--- config.mk ---
export PLATFORM = sky130hd
export DESIGN_NAME = three_phase_polarity_cutoff
export DESIGN_NICKNAME = d
export VERILOG_FILES = /design/src/hw/motor_pkg.sv /design/src/hw/three_phase_polarity_cutoff.sv
export SDC_FILE = /design/constraint.sdc
export NUM_CORES = 1
export LEC_CHECK = 0
export BUFFER_PORTS_ARGS = -buffer_cell sky130_fd_sc_hd__buf_4
export CORE_UTILIZATION = 40
export DETAILED_ROUTE_END_ITERATION = 10
export SLEW_MARGIN = 5
export SYNTH_ARGS = -nofsm -noshare
export SYNTH_HDL_FRONTEND = slang
export SYNTH_SLANG_ARGS = --single-unit
--- constraint.sdc ---
create_clock -name i_clk -period 3.5 [get_ports i_clk]
set_input_delay 0.175 -clock i_clk [delete_from_list [all_inputs] [get_ports i_clk]]
set_output_delay 0.175 -clock i_clk [all_outputs]
set_load 0.01 [all_outputs]
--- src/hw/motor_pkg.sv ---
/*
  Shared constants and types for the three-phase polarity and cutoff block:
  register byte offsets, bit positions, reset values and the pin carrier.
  Assumes a 32-bit AXI4-Lite slave with one aligned word per register.
*/
// Functional notes
// - Mode 0: separate U, V, W polarity buffer bits in two control registers.
// - Mode 1: one shared polarity buffer bit in the select register.
// - Carrier underflow copies polarity buffers into the phase toggle flip-flops.
// - End of a phase one-shot pulse inverts that phase toggle flip-flop.
// - Toggle 0 gives positive high, negative low; toggle 1 the reverse.
// - Three-phase mode turns six port pins into waveform outputs plus cutoff input.
// - Cutoff falling edge clears output control bit and floats all six pins.
// - While cutoff is low, the output control bit cannot be set.
// - Cutoff also clears port direction bits 0 to 5, making pins inputs.
// - While cutoff is low, no port direction bit can be set.
// - Triangular: dead-time fires on pulse ends; saw-tooth: on ends and starts.
// - Underflow raises carrier request and starts all three pulses together.
// - Saw-tooth also fires dead-time at the carrier underflow.
// - Each pulse end fires dead-time together with the toggle inversion.
// - Falling output edges wait for dead-time to end; rising edges pass.
// - Mode 1 inverts the shared buffer right after copying it.
// - Mode 1 select bit picks even (0) or odd (1) underflow requests.
// - Carrier underflow starts the phase pulses; no software start bit.
package motor_pkg;
  localparam logic [7:0] REG_SELECT    = 8'h00;
  localparam logic [7:0] REG_CTRL_W    = 8'h04;
  localparam logic [7:0] REG_CTRL_UV   = 8'h08;
  localparam logic [7:0] REG_PORT_DATA = 8'h0c;
  localparam logic [7:0] REG_PORT_DIR  = 8'h10;
  localparam logic [7:0] REG_CARRIER   = 8'h14;
  localparam logic [7:0] REG_WIDTH0    = 8'h18;
  localparam logic [7:0] REG_WIDTH2    = 8'h20;
  localparam logic [7:0] REG_DEAD      = 8'h24;
  localparam logic [7:0] REG_STATUS    = 8'h28;
  localparam int SEL_ENABLE_BIT = 0;
  localparam int SEL_MODE1_BIT  = 1;
  localparam int SEL_SAW_BIT    = 2;
  localparam int SEL_SHARED_BIT = 3;
  localparam int SEL_OUT_BIT    = 7;
  localparam int W_BUF_BIT      = 3;
  localparam int IRQ_ODD_BIT    = 5;
  localparam int U_BUF_BIT      = 5;
  localparam int V_BUF_BIT      = 4;
  localparam int PORT_BITS      = 6;
  localparam logic [15:0] CARRIER_RST = 16'h00ff;
  localparam logic [15:0] WIDTH_RST   = 16'h0000;
  localparam logic [7:0]  DEAD_RST    = 8'h04;
  localparam logic [1:0]  RESP_OKAY   = 2'h0;
  localparam logic [1:0]  RESP_SLVERR = 2'h2;
  typedef struct packed {
    logic [5:0] level;
    logic [5:0] oe;
  } pin_bus_type;
  typedef enum logic {
    WR_COLLECT = 1'b0,
    WR_RESP    = 1'b1
  } wr_state_type;
endpackage

--- src/hw/three_phase_polarity_cutoff.sv ---
/*
  Three-phase waveform output stage: carrier and phase one-shot timing,
  polarity buffers and toggles, dead-time gating, forced cutoff, shared port.
  Assumes synchronous inputs, a 40 MHz clock and an AXI4-Lite master.
*/
// The implementer's own choices: the AXI4-Lite interface to the registers and the placing of the registers.
`timescale 1ns/100ps
module three_phase_polarity_cutoff #(
  parameter int TIMER_W = 16,
  parameter int DEAD_W  = 8
) (
  input  wire logic               i_clk,
  input  wire logic               i_rst_b,
  input  wire logic               i_ce,
  input  wire logic               i_awvalid,
  output logic                    o_awready,
  input  wire logic [7:0]         i_awaddr,
  input  wire logic               i_wvalid,
  output logic                    o_wready,
  input  wire logic [31:0]        i_wdata,
  input  wire logic [3:0]         i_wstrb,
  output logic                    o_bvalid,
  input  wire logic               i_bready,
  output logic [1:0]              o_bresp,
  input  wire logic               i_arvalid,
  output logic                    o_arready,
  input  wire logic [7:0]         i_araddr,
  output logic                    o_rvalid,
  input  wire logic               i_rready,
  output logic [31:0]             o_rdata,
  output logic [1:0]              o_rresp,
  input  wire logic               i_output_cutoff_n,
  output motor_pkg::pin_bus_type  o_pins,
  output logic                    o_carrier_irq
);
  function automatic logic is_mapped(input logic [7:0] a);
    is_mapped = (a[1:0] == 2'h0) && (a <= motor_pkg::REG_STATUS);
  endfunction

  function automatic logic [31:0] merge(input logic [31:0] old, input logic [31:0] nw,
                                        input logic [3:0] strb);
    for (int b = 0; b < 4; b++) begin
      merge[8*b +: 8] = strb[b] ? nw[8*b +: 8] : old[8*b +: 8];
    end
  endfunction

  motor_pkg::wr_state_type wr_state;
  logic               aw_got;
  logic               w_got;
  logic [7:0]         awaddr_q;
  logic [31:0]        wdata_q;
  logic [3:0]         wstrb_q;
  logic [1:0]         bresp_q;
  logic               aw_hs;
  logic               w_hs;
  logic               wr_fire;
  logic [7:0]         wa;
  logic [31:0]        wd;
  logic [3:0]         ws;
  logic               sel_enable;
  logic               sel_mode1;
  logic               sel_saw;
  logic               shared_buf;
  logic               out_ctrl;
  logic               w_buf;
  logic               irq_odd;
  logic               u_buf;
  logic               v_buf;
  logic [5:0]         port_data;
  logic [5:0]         port_dir;
  logic [TIMER_W-1:0] carrier_reload;
  logic [TIMER_W-1:0] width_reg [3];
  logic [DEAD_W-1:0]  dead_reg;
  logic [TIMER_W-1:0] carrier_cnt;
  logic [TIMER_W-1:0] ph_cnt [3];
  logic [DEAD_W-1:0]  dt_cnt;
  logic               underflow;
  logic               uf_count_odd;
  logic [2:0]         buf_vec;
  logic [2:0]         tog;
  logic [2:0]         rise;
  logic [2:0]         fall;
  logic               dt_fire;
  logic               dt_busy;
  logic [5:0]         wave_lvl;
  logic               cut_s;
  logic               cut_prev;
  logic               cut_fall;
  logic [31:0]        read_word;
  logic [31:0]        wr_sel_word;
  logic               wr_sel;

  // Write channel: address and data accepted in either order
  assign o_awready = i_ce && (wr_state == motor_pkg::WR_COLLECT) && !aw_got;
  assign o_wready  = i_ce && (wr_state == motor_pkg::WR_COLLECT) && !w_got;
  assign aw_hs     = i_awvalid && o_awready;
  assign w_hs      = i_wvalid && o_wready;
  assign wr_fire   = i_ce && (wr_state == motor_pkg::WR_COLLECT)
                     && (aw_got || aw_hs) && (w_got || w_hs);
  assign wa        = aw_got ? awaddr_q : i_awaddr;
  assign wd        = w_got ? wdata_q : i_wdata;
  assign ws        = w_got ? wstrb_q : i_wstrb;
  assign o_bvalid  = (wr_state == motor_pkg::WR_RESP);
  assign o_bresp   = bresp_q;

  always_ff @(posedge i_clk) begin
    if (!i_rst_b) begin
      wr_state <= motor_pkg::WR_COLLECT;
      aw_got   <= 1'b0;
      w_got    <= 1'b0;
      awaddr_q <= 8'h00;
      wdata_q  <= 32'h0000_0000;
      wstrb_q  <= 4'h0;
      bresp_q  <= motor_pkg::RESP_OKAY;
    end else if (i_ce) begin
      case (wr_state)
        motor_pkg::WR_COLLECT: begin
          if (aw_hs) begin
            aw_got   <= 1'b1;
            awaddr_q <= i_awaddr;
          end
          if (w_hs) begin
            w_got   <= 1'b1;
            wdata_q <= i_wdata;
            wstrb_q <= i_wstrb;
          end
          if (wr_fire) begin
            wr_state <= motor_pkg::WR_RESP;
            aw_got   <= 1'b0;
            w_got    <= 1'b0;
            bresp_q  <= is_mapped(wa) ? motor_pkg::RESP_OKAY : motor_pkg::RESP_SLVERR;
          end
        end
        motor_pkg::WR_RESP: begin
          if (i_bready) begin
            wr_state <= motor_pkg::WR_COLLECT;
          end
        end
        default: wr_state <= motor_pkg::WR_COLLECT;
      endcase
    end
  end

  // Read channel: one cycle from address to data
  assign o_arready = i_ce && !o_rvalid;

  always_comb begin
    read_word = 32'h0000_0000;
    case (i_araddr)
      motor_pkg::REG_SELECT: begin
        read_word[motor_pkg::SEL_ENABLE_BIT] = sel_enable;
        read_word[motor_pkg::SEL_MODE1_BIT]  = sel_mode1;
        read_word[motor_pkg::SEL_SAW_BIT]    = sel_saw;
        read_word[motor_pkg::SEL_SHARED_BIT] = shared_buf;
        read_word[motor_pkg::SEL_OUT_BIT]    = out_ctrl;
      end
      motor_pkg::REG_CTRL_W: begin
        read_word[motor_pkg::W_BUF_BIT]   = w_buf;
        read_word[motor_pkg::IRQ_ODD_BIT] = irq_odd;
      end
      motor_pkg::REG_CTRL_UV: begin
        read_word[motor_pkg::U_BUF_BIT] = u_buf;
        read_word[motor_pkg::V_BUF_BIT] = v_buf;
      end
      motor_pkg::REG_PORT_DATA: read_word[5:0] = port_data;
      motor_pkg::REG_PORT_DIR:  read_word[5:0] = port_dir;
      motor_pkg::REG_CARRIER:   read_word[TIMER_W-1:0] = carrier_reload;
      motor_pkg::REG_DEAD:      read_word[DEAD_W-1:0] = dead_reg;
      motor_pkg::REG_STATUS:    read_word[5:0] = {uf_count_odd, cut_s, dt_busy, tog};
      default: begin
        for (int i = 0; i < 3; i++) begin
          if (i_araddr == motor_pkg::REG_WIDTH0 + 8'(4 * i)) begin
            read_word[TIMER_W-1:0] = width_reg[i];
          end
        end
      end
    endcase
  end

  always_ff @(posedge i_clk) begin
    if (!i_rst_b) begin
      o_rvalid <= 1'b0;
      o_rdata  <= 32'h0000_0000;
      o_rresp  <= motor_pkg::RESP_OKAY;
    end else if (i_ce) begin
      if (i_arvalid && o_arready) begin
        o_rvalid <= 1'b1;
        o_rdata  <= read_word;
        o_rresp  <= is_mapped(i_araddr) ? motor_pkg::RESP_OKAY : motor_pkg::RESP_SLVERR;
      end else if (i_rready) begin
        o_rvalid <= 1'b0;
      end
    end
  end

  // Register writes
  assign wr_sel      = wr_fire && (wa == motor_pkg::REG_SELECT);
  assign wr_sel_word = merge(32'h0000_0000, wd, ws);

  always_ff @(posedge i_clk) begin
    if (!i_rst_b) begin
      sel_enable     <= 1'b0;
      sel_mode1      <= 1'b0;
      sel_saw        <= 1'b0;
      w_buf          <= 1'b0;
      irq_odd        <= 1'b0;
      u_buf          <= 1'b0;
      v_buf          <= 1'b0;
      port_data      <= 6'h00;
      carrier_reload <= motor_pkg::CARRIER_RST[TIMER_W-1:0];
      dead_reg       <= motor_pkg::DEAD_RST[DEAD_W-1:0];
      for (int i = 0; i < 3; i++) begin
        width_reg[i] <= motor_pkg::WIDTH_RST[TIMER_W-1:0];
      end
    end else if (i_ce && wr_fire) begin
      if (wr_sel && ws[0]) begin
        sel_enable <= wd[motor_pkg::SEL_ENABLE_BIT];
        sel_mode1  <= wd[motor_pkg::SEL_MODE1_BIT];
        sel_saw    <= wd[motor_pkg::SEL_SAW_BIT];
      end
      if (wa == motor_pkg::REG_CTRL_W && ws[0]) begin
        w_buf   <= wd[motor_pkg::W_BUF_BIT];
        irq_odd <= wd[motor_pkg::IRQ_ODD_BIT];
      end
      if (wa == motor_pkg::REG_CTRL_UV && ws[0]) begin
        u_buf <= wd[motor_pkg::U_BUF_BIT];
        v_buf <= wd[motor_pkg::V_BUF_BIT];
      end
      if (wa == motor_pkg::REG_PORT_DATA && ws[0]) begin
        port_data <= wd[5:0];
      end
      if (wa == motor_pkg::REG_CARRIER) begin
        carrier_reload <= TIMER_W'(merge(32'(carrier_reload), wd, ws));
      end
      if (wa == motor_pkg::REG_DEAD) begin
        dead_reg <= DEAD_W'(merge(32'(dead_reg), wd, ws));
      end
      for (int i = 0; i < 3; i++) begin
        if (wa == motor_pkg::REG_WIDTH0 + 8'(4 * i)) begin
          width_reg[i] <= TIMER_W'(merge(32'(width_reg[i]), wd, ws));
        end
      end
    end
  end

  // Cutoff sampling; one flop of history gives the clocked falling edge
  always_ff @(posedge i_clk) begin
    if (!i_rst_b) begin
      cut_s    <= 1'b1;
      cut_prev <= 1'b1;
    end else if (i_ce) begin
      cut_s    <= i_output_cutoff_n;
      cut_prev <= cut_s;
    end
  end
  assign cut_fall = cut_prev && !cut_s;

  // Cutoff beats any same-cycle write, so software cannot re-arm a fault
  always_ff @(posedge i_clk) begin
    if (!i_rst_b) begin
      out_ctrl <= 1'b0;
    end else if (i_ce) begin
      if (cut_fall || !cut_s) begin
        out_ctrl <= 1'b0;
      end else if (wr_sel && ws[0]) begin
        out_ctrl <= wd[motor_pkg::SEL_OUT_BIT];
      end
    end
  end

  always_ff @(posedge i_clk) begin
    if (!i_rst_b) begin
      port_dir <= 6'h00;
    end else if (i_ce) begin
      if (cut_fall || !cut_s) begin
        port_dir <= 6'h00;
      end else if (wr_fire && wa == motor_pkg::REG_PORT_DIR && ws[0]) begin
        port_dir <= wd[5:0];
      end
    end
  end

  // Shared buffer flips after each copy; a software write takes precedence
  always_ff @(posedge i_clk) begin
    if (!i_rst_b) begin
      shared_buf <= 1'b0;
    end else if (i_ce) begin
      if (wr_sel && ws[0]) begin
        shared_buf <= wr_sel_word[motor_pkg::SEL_SHARED_BIT];
      end else if (underflow && sel_mode1) begin
        shared_buf <= !shared_buf;
      end
    end
  end

  // Carrier period timer
  assign underflow = sel_enable && (carrier_cnt == '0);

  always_ff @(posedge i_clk) begin
    if (!i_rst_b) begin
      carrier_cnt   <= '0;
      uf_count_odd  <= 1'b0;
      o_carrier_irq <= 1'b0;
    end else if (i_ce) begin
      if (!sel_enable || underflow) begin
        carrier_cnt <= carrier_reload;
      end else begin
        carrier_cnt <= carrier_cnt - 1'b1;
      end
      uf_count_odd  <= sel_enable && (uf_count_odd ^ underflow);
      o_carrier_irq <= underflow && (!sel_mode1 || (!uf_count_odd == irq_odd));
    end
  end

  assign buf_vec = sel_mode1 ? {3{shared_buf}} : {w_buf, v_buf, u_buf};

  // Phase width one-shots, toggles and dead-time gated outputs
  generate
    for (genvar p = 0; p < 3; p++) begin : g_phase
      assign rise[p] = underflow && (width_reg[p] != '0);
      assign fall[p] = (ph_cnt[p] == TIMER_W'(1)) && !rise[p];

      always_ff @(posedge i_clk) begin
        if (!i_rst_b) begin
          ph_cnt[p] <= '0;
        end else if (i_ce) begin
          if (!sel_enable) begin
            ph_cnt[p] <= '0;
          end else if (underflow) begin
            ph_cnt[p] <= width_reg[p];
          end else if (ph_cnt[p] != '0) begin
            ph_cnt[p] <= ph_cnt[p] - 1'b1;
          end
        end
      end

      always_ff @(posedge i_clk) begin
        if (!i_rst_b) begin
          tog[p] <= 1'b0;
        end else if (i_ce) begin
          if (underflow) begin
            tog[p] <= buf_vec[p];
          end else if (fall[p]) begin
            tog[p] <= !tog[p];
          end
        end
      end

      // Rising edges pass at once; falls wait for dead-time to expire
      always_ff @(posedge i_clk) begin
        if (!i_rst_b) begin
          wave_lvl[2*p]   <= 1'b0;
          wave_lvl[2*p+1] <= 1'b0;
        end else if (i_ce) begin
          wave_lvl[2*p]   <= !tog[p] || (dt_busy && wave_lvl[2*p]);
          wave_lvl[2*p+1] <= tog[p] || (dt_busy && wave_lvl[2*p+1]);
        end
      end
    end
  endgenerate

  assign dt_fire = (|fall) || (sel_saw && (underflow || (|rise)));
  assign dt_busy = (dt_cnt != '0);

  always_ff @(posedge i_clk) begin
    if (!i_rst_b) begin
      dt_cnt <= '0;
    end else if (i_ce) begin
      if (dt_fire) begin
        dt_cnt <= dead_reg;
      end else if (dt_busy) begin
        dt_cnt <= dt_cnt - 1'b1;
      end
    end
  end

  // Pin mux: waveform in three-phase mode, plain port otherwise
  always_ff @(posedge i_clk) begin
    if (!i_rst_b) begin
      o_pins <= '0;
    end else if (i_ce) begin
      if (sel_enable) begin
        o_pins.level <= wave_lvl;
        o_pins.oe    <= {motor_pkg::PORT_BITS{out_ctrl && cut_s}};
      end else begin
        o_pins.level <= port_data;
        o_pins.oe    <= port_dir & {motor_pkg::PORT_BITS{cut_s}};
      end
    end
  end
endmodule

==> results.py, run 1 <==
metrics = {
    "status": {
        "status": "complete, no violations",
    },
    "clock_tree": {
        "post_cts_buffers": 0,
        "cts_buffer_depth": 3,
        "clockRootBuffer": "clkbuf_16",
        "cts_made_buffers": 26,
        "cts_num_sinks": 237,
        "cts_tree": "built",
        "h-tree-depth": 1,
        "ctsHoldBuffers": 32,
        "clock_latency_ps": 540,
        "postCtsResizedCells": 0,
        "path_clk_slew_ps": 60,
    },
    "finish": {
        "fill_cells": 2795,
        "area_growth_pct": 18.53,
        "insertedDiodeCount": 0,
        "layout-drive-gt1-share_pct": 14.10,
        "final_nets": 1452,
    },
    "drt": {
        "drtIter0Drc": 995,
        "dr.pass1.iters": 5,
        "wl_mm": 34.72,
        "route.met2.wl_mm": 15.83,
        "vias": 10275,
        "routed_via_density": 5.769,
        "met3_length_mm": 2.397,
        "top_layer": "met4",
        "ant_nets": 0,
        "drc": 0,
        "met1Wirelength_mm": 15.62,
        "wl_per_cell_um": 19.50,
    },
    "placement": {
        "place_congestion": 0.8639,
        "port_buffers": 78,
        "place_hpwl_mm": 25.14,
        "post-place-ws_ps": 625.9,
    },
    "synth": {
        "synth_flop_cell": "dfxtp_1",
        "syn_area_um2": 11830,
        "syn_inst": 1277,
        "synth_top_area_share_pct": 24.38,
        "syn_area_per_cell_um2": 9.260,
        "ys_ff_latch": 237,
        "yosysUniqueCellTypes": 72,
        "ys_seq_area_share_pct": 48.25,
        "yosys.area.top_type": "edfxtp_1",
        "postSynth.asyncResetShare_pct": 0,
        "ys_top_cells_by_area": "edfxtp_1 (24%), dfxtp_1 (24%), nand2_1 (5.5%), o21ai_0 (4.9%), nor2_1 (4.1%)",
        "synth_edf_count": 96,
        "yosysWarnings": 0,
    },
    "timing": {
        "slew_violations": 0,
        "setup_ws_ps": 573.6,
        "min_period_ps": 2926,
        "fin_crit_sh_pct": 83.61,
        "rsz0062_at_grt": "false",
        "finClkSkew_ps": 17.44,
        "worst_slew_pin_slew_ps": 1050,
        "finalSetupTns_ps": 0,
        "setup_viol": 0,
        "timing.fmax_mhz": 341.7,
        "finalHoldViolations": 0,
        "max_slew_margin_pct": 29.99,
        "worst_hold_slack_ps": 126.6,
    },
    "floorplanning": {
        "core_area_um2": 28860,
        "die_h_um": 173.9,
        "die_area_um2": 30260,
        "initial_core_util_pct": 40.98,
        "rows": 62,
        "die-width_um": 173.9,
        "io_pins": 115,
    },
    "power": {
        "leakage_nw": 4.916,
        "power.density_nw_per_um2": 494.7,
        "peakVddDrop_mv": 0.3644,
    },
    "worst_setup_path": {
        "critPathMaxFanout": 17,
        "r2r-end": "port_dir[0]",
        "crit_end": "port_dir[0]",
        "rrSetupSlack_ps": 570,
        "arrival_ps": 3330,
        "worstRegToRegCells": 6,
        "crit_required_ps": 3900,
        "rr_startpoint": "aw_got",
        "setup.worst_path.class": "flop to flop",
        "start_kind": "flop",
        "end_kind": "flop",
        "critPathLaunch": "aw_got",
    },
    "global_route": {
        "overflow": 0,
        "grt_start_max_net_pins": 75,
        "antenna_found_initial": 0,
        "grt_pass1_vias": 9543,
        "grt_use_total_pct": 22.61,
        "grt_pass1_wl_mm": 53.94,
    },
    "run": {
        "maxCapViolCount": 0,
    },
    "min_path": {
        "hold_class": "input port to flop",
    },
}
## layout by cell type, fill, tap and decap left out, drive strengths merged, types with 31 or more instances in the layout
cell         instances
buf                111
nor3                37
nor4                34
a211oi              34
edfxtp              96
a22oi               37
o21ai              118
xnor2               31
a21oi               71
mux2i               42
clkbuf              42
dfxtp              141
nor2               132
nand2              173
dlygate4sd3         32
## through the flow
| stage | instances | total power, mW | util [%] | area [um^2] |
|---|---|---|---|---|
| CTS | 1781 | 6.969 | 48.57 | 14020 |
| global route | 1781 | 7.204 | 48.57 | 14020 |
| finish | 1781 | 6.933 | 48.57 | 14020 |
| global placement | 1702 | 4.115 | 44.39 | 12810 |
| floorplan | 1294 | 3.846 | - | 11890 |
| detailed placement | 1702 | 4.127 | 44.39 | 12810 |
## worst min-delay path by stage
| stage | from | end | slack [ps] | cells after the start |
|---|---|---|---|---|
| global placement | i_output_cutoff_n | cut_s | 410 | 3 |
| detailed placement | i_output_cutoff_n | cut_s | 420 | 3 |
| finish | i_awvalid | awaddr_q[6] | 130 | 4 |
| CTS | i_awvalid | awaddr_q[6] | 100 | 4 |
| global route | i_awvalid | awaddr_q[1] | 150 | 4 |
| floorplan | i_output_cutoff_n | cut_s | 310 | 2 |
## layout make-up
type,count,area (um^2),share of cell area [%]
clock inverters,5,75.07,0.5356
flip-flops and latches,237,5705,40.71
clock buffers,42,810.8,5.785
inverters,18,67.56,0.4821
well taps,384,480.5,3.428
repair buffers,143,1166,8.320
multi-input cells,952,5710,40.74
## cell usage after synthesis, types with 4 or more instances
| cell type | number |
|---|---|
| nand2_1 | 172 |
| nor4_1 | 29 |
| o211ai_1 | 8 |
| o31ai_1 | 4 |
| ha_1 | 13 |
| inv_1 | 17 |
| mux2i_1 | 40 |
| or4_1 | 15 |
| and3_1 | 6 |
| nor4b_1 | 6 |
| nor2b_1 | 4 |
| or2_2 | 4 |
| a31oi_1 | 19 |
| a22oi_1 | 37 |
| a21o_1 | 4 |
| mux2_2 | 10 |
| xnor2_1 | 31 |
| nand4_1 | 5 |
| buf_2 | 8 |
| nor2_1 | 130 |
| nand3_1 | 18 |
| a221oi_1 | 7 |
| xor2_1 | 12 |
| a211o_1 | 4 |
| dfxtp_1 | 141 |
| nor3_1 | 37 |
| or3_1 | 13 |
| and2_1 | 10 |
| a222oi_1 | 5 |
| o21a_1 | 4 |
| buf_4 | 23 |
| a2bb2oi_1 | 4 |
| a21oi_1 | 71 |
| and4_1 | 4 |
| nand2b_1 | 4 |
| clkbuf_1 | 51 |
| a211oi_1 | 32 |
| nand3b_1 | 4 |
| edfxtp_1 | 96 |
| o21ai_0 | 116 |
## critical path, cell delays in order, from the launching register on
cell,delay [ps]
dfxtp_1,700
mux2i_2,560
o211ai_1,440
nor4b_1,550
o21ai_1,240
a22oi_1,250
nor2_1,50
## per-layer routing
layer / GRT usage [%] / up-vias
met5: 0 / -
met4: 6.762 / 0
met3: 2.843 / 66
met2: 36.08 / 384
met1: 31.94 / 4939
li1: - / 4886
## cell families after synthesis
kind of cell / Yosys count / share of synthesized area (%)
compound gates: 338 / 17.79
xor+xnor: 43 / 3.185
fa+ha+maj: 13 / 1.376
buf+inv: 105 / 4.275
flops: 237 / 48.25
mux: 52 / 4.571
other cells: 1 / 0.03171
simple gates: 488 / 20.53
## power by group
group / internal [mW] / switching (mW) / total, mW
sequential: 3.00 / 0.138 / 3.14
combinational: 0.425 / 0.539 / 0.964
clock: 1.72 / 1.11 / 2.83
total: 5.15 / 1.78 / 6.93
(Power assumes the default switching activity.)
==> inputs of run 2 (changes only) <==
==> constraint.sdc (replaced) <==
create_clock -name i_clk -period 2.4 [get_ports i_clk]
set_input_delay 0.12 -clock i_clk [delete_from_list [all_inputs] [get_ports i_clk]]
set_output_delay 0.12 -clock i_clk [all_outputs]
set_load 0.01 [all_outputs]
==> results.py, run 2 (synthesis gave the netlist of run 1 again) <==
metrics = {
    "power": {
        "pwr-share-comb_pct": 15.9,
        "power.density_nw_per_um2": 681.6,
        "leakage_nw": 5.560,
        "p_sw_share_pct": 26.16,
        "peakVddDrop_mv": 0.4338,
        "p_sw_mw": 2.713,
        "internal-power_mw": 7.657,
        "pwr-share-clk_pct": 40.1,
        "p_seq_share_pct": 44.0,
    },
    "finish": {
        "insertedDiodeCount": 0,
        "final_cell_mix": "buf_4 (203), nand2_1 (169), dfxtp_1 (140)",
        "area_growth_pct": 28.66,
        "fin_util_pct": 52.72,
        "fill_cells": 2625,
        "final_common_cell": "buf_4",
        "layout-drive-gt1-share_pct": 22.42,
        "design_area_um2": 15210,
        "final_nets": 1566,
    },
    "global_route": {
        "grt_pass1_vias": 9906,
        "grt_pass1_wl_mm": 55.97,
        "antenna_found_initial": 1,
        "overflow": 0,
        "grt_use_total_pct": 23.53,
        "grt_start_max_net_pins": 81,
    },
    "drt": {
        "wl_per_cell_um": 19.12,
        "drtIter0Drc": 1054,
        "dr.pass1.iters": 5,
        "ant_nets": 0,
        "wl_mm": 36.25,
        "vias": 10583,
        "drc": 0,
        "routed_via_density": 5.582,
    },
    "placement": {
        "place_hpwl_mm": 26.52,
        "place_congestion": 0.8935,
        "place_area_um2": 13740,
        "port_buffers": 78,
    },
    "worst_setup_path": {
        "start_kind": "flop",
        "critPathLaunch": "ph_cnt[2][11]",
        "critPathMaxFanout": 6,
        "setup.worst_path.class": "flop to flop",
        "rr_startpoint": "ph_cnt[2][11]",
        "end_kind": "flop",
        "arrival_ps": 2850,
        "crit_required_ps": 2860,
    },
    "timing": {
        "timing.fmax_mhz": 417.7,
        "max_slew_margin_pct": 57.14,
        "finalHoldViolations": 0,
        "worst_slew_pin_slew_ps": 643.0,
        "fin_crit_sh_pct": 99.75,
        "min_period_ps": 2394,
        "slew_violations": 0,
        "finClkSkew_ps": 14.33,
        "setup_viol": 0,
        "rsz0062_at_grt": "true",
    },
    "clock_tree": {
        "cts_buffer_depth": 3,
        "clockRootBuffer": "clkbuf_16",
        "h-tree-depth": 1,
        "cts_tree": "built",
        "clock_latency_ps": 540,
        "cts_made_buffers": 27,
        "path_clk_slew_ps": 60,
        "cts_num_sinks": 237,
    },
    "floorplanning": {
        "die_h_um": 173.9,
        "die-width_um": 173.9,
        "rows": 62,
        "initial_core_util_pct": 40.98,
        "core_area_um2": 28860,
        "die_area_um2": 30260,
        "io_pins": 115,
    },
    "run": {
        "maxCapViolCount": 0,
    },
    "status": {
        "status": "complete, no violations",
    },
    "min_path": {
        "min_from": "i_awvalid",
        "hold_class": "input port to flop",
    },
}
==> run 2: cell count changes in the layout (fill, tap and decap cells not counted), sizes merged <==
cell	change
buf	+111
clkbuf	-2
dlygate4sd3	+2
inv	+2
clkinv	+1
clkinvlp	+1
==> run 2: routing by layer <==
| metal | wire, um | GRT usage, % | vias up |
|---|---|---|---|
| met3 | 2384 | 3.346 | 56 |
| met1 | 16150 | 32.67 | 5061 |
| met2 | 17040 | 38.58 | 350 |
| li1 | - | - | 5114 |
| met5 | 19 | 0 | - |
| met4 | 661 | 5.702 | 2 |
==> run 2: critical path, stage by stage, from the launching register on <==
cell and delay [ps]:
edfxtp_1 410, or4_4 590, nor4_4 330, nand3_2 180, buf_6 170, a31oi_4 190, buf_6 160, o211ai_1 100
a31oi_1 180
==> run 2: through the flow <==
stage | hold WS [ps] | total power, mW | setup slack, ps | setup TNS, ps | instances
floorplan | 250.4 | 5.610 | -241.2 | -4363 | 1294
global placement | 378.6 | 6.169 | -32.08 | -104.7 | 1807
detailed placement | 378.4 | 6.191 | -92.83 | -194.3 | 1807
CTS | 60.93 | 10.38 | 20.12 | 0 | 1891
global route | 92.93 | 10.74 | -63.61 | -339.0 | 1896
finish | 79.08 | 10.37 | 5.991 | 0 | 1896
==> run 2: path summary, 6_finish.rpt <==
path	endpoint	slack, ps	cells after the start
worst min register to register	wdata_q[11]	450	2
worst max-delay path	dt_cnt[4]	6	8
worst min-delay path	awaddr_q[2]	80	4
worst max register to register	dt_cnt[4]	6	8
==> run 2: power groups by stage <==
stage	clock network [mW]	logic, mW	registers (mW)
2_1_floorplan	0	0.999	4.61
3_3_place_gp	0	1.54	4.63
3_5_place_dp	0	1.55	4.64
4_1_cts	4.21	1.62	4.55
5_1_grt	4.37	1.79	4.59
6_report	4.16	1.65	4.56
==> run 2: what timing repair did <==
item | 4_1_cts | 5_1_grt
hold endpoints to repair | 35 | 0
buffers inserted | 1 | 3
pin swaps | 1 | 15
setup endpoints to repair | 11 | 122
gates cloned | 0 | 2
resized for setup | 9 | 32
hold buffers | 34 | 0
==> run 2: area by class of cell <==
| cell class | count | area (um^2) | area share [%] |
|---|---|---|---|
| multi-input combinational | 952 | 5889 | 38.71 |
| sequential | 237 | 5707 | 37.51 |
| timing repair buffer | 256 | 2168 | 14.25 |
| clock buffer | 40 | 797.0 | 5.238 |
| tap | 384 | 480.5 | 3.158 |
| clock inverter | 9 | 103.9 | 0.6826 |
| inverter | 18 | 68.82 | 0.4523 |
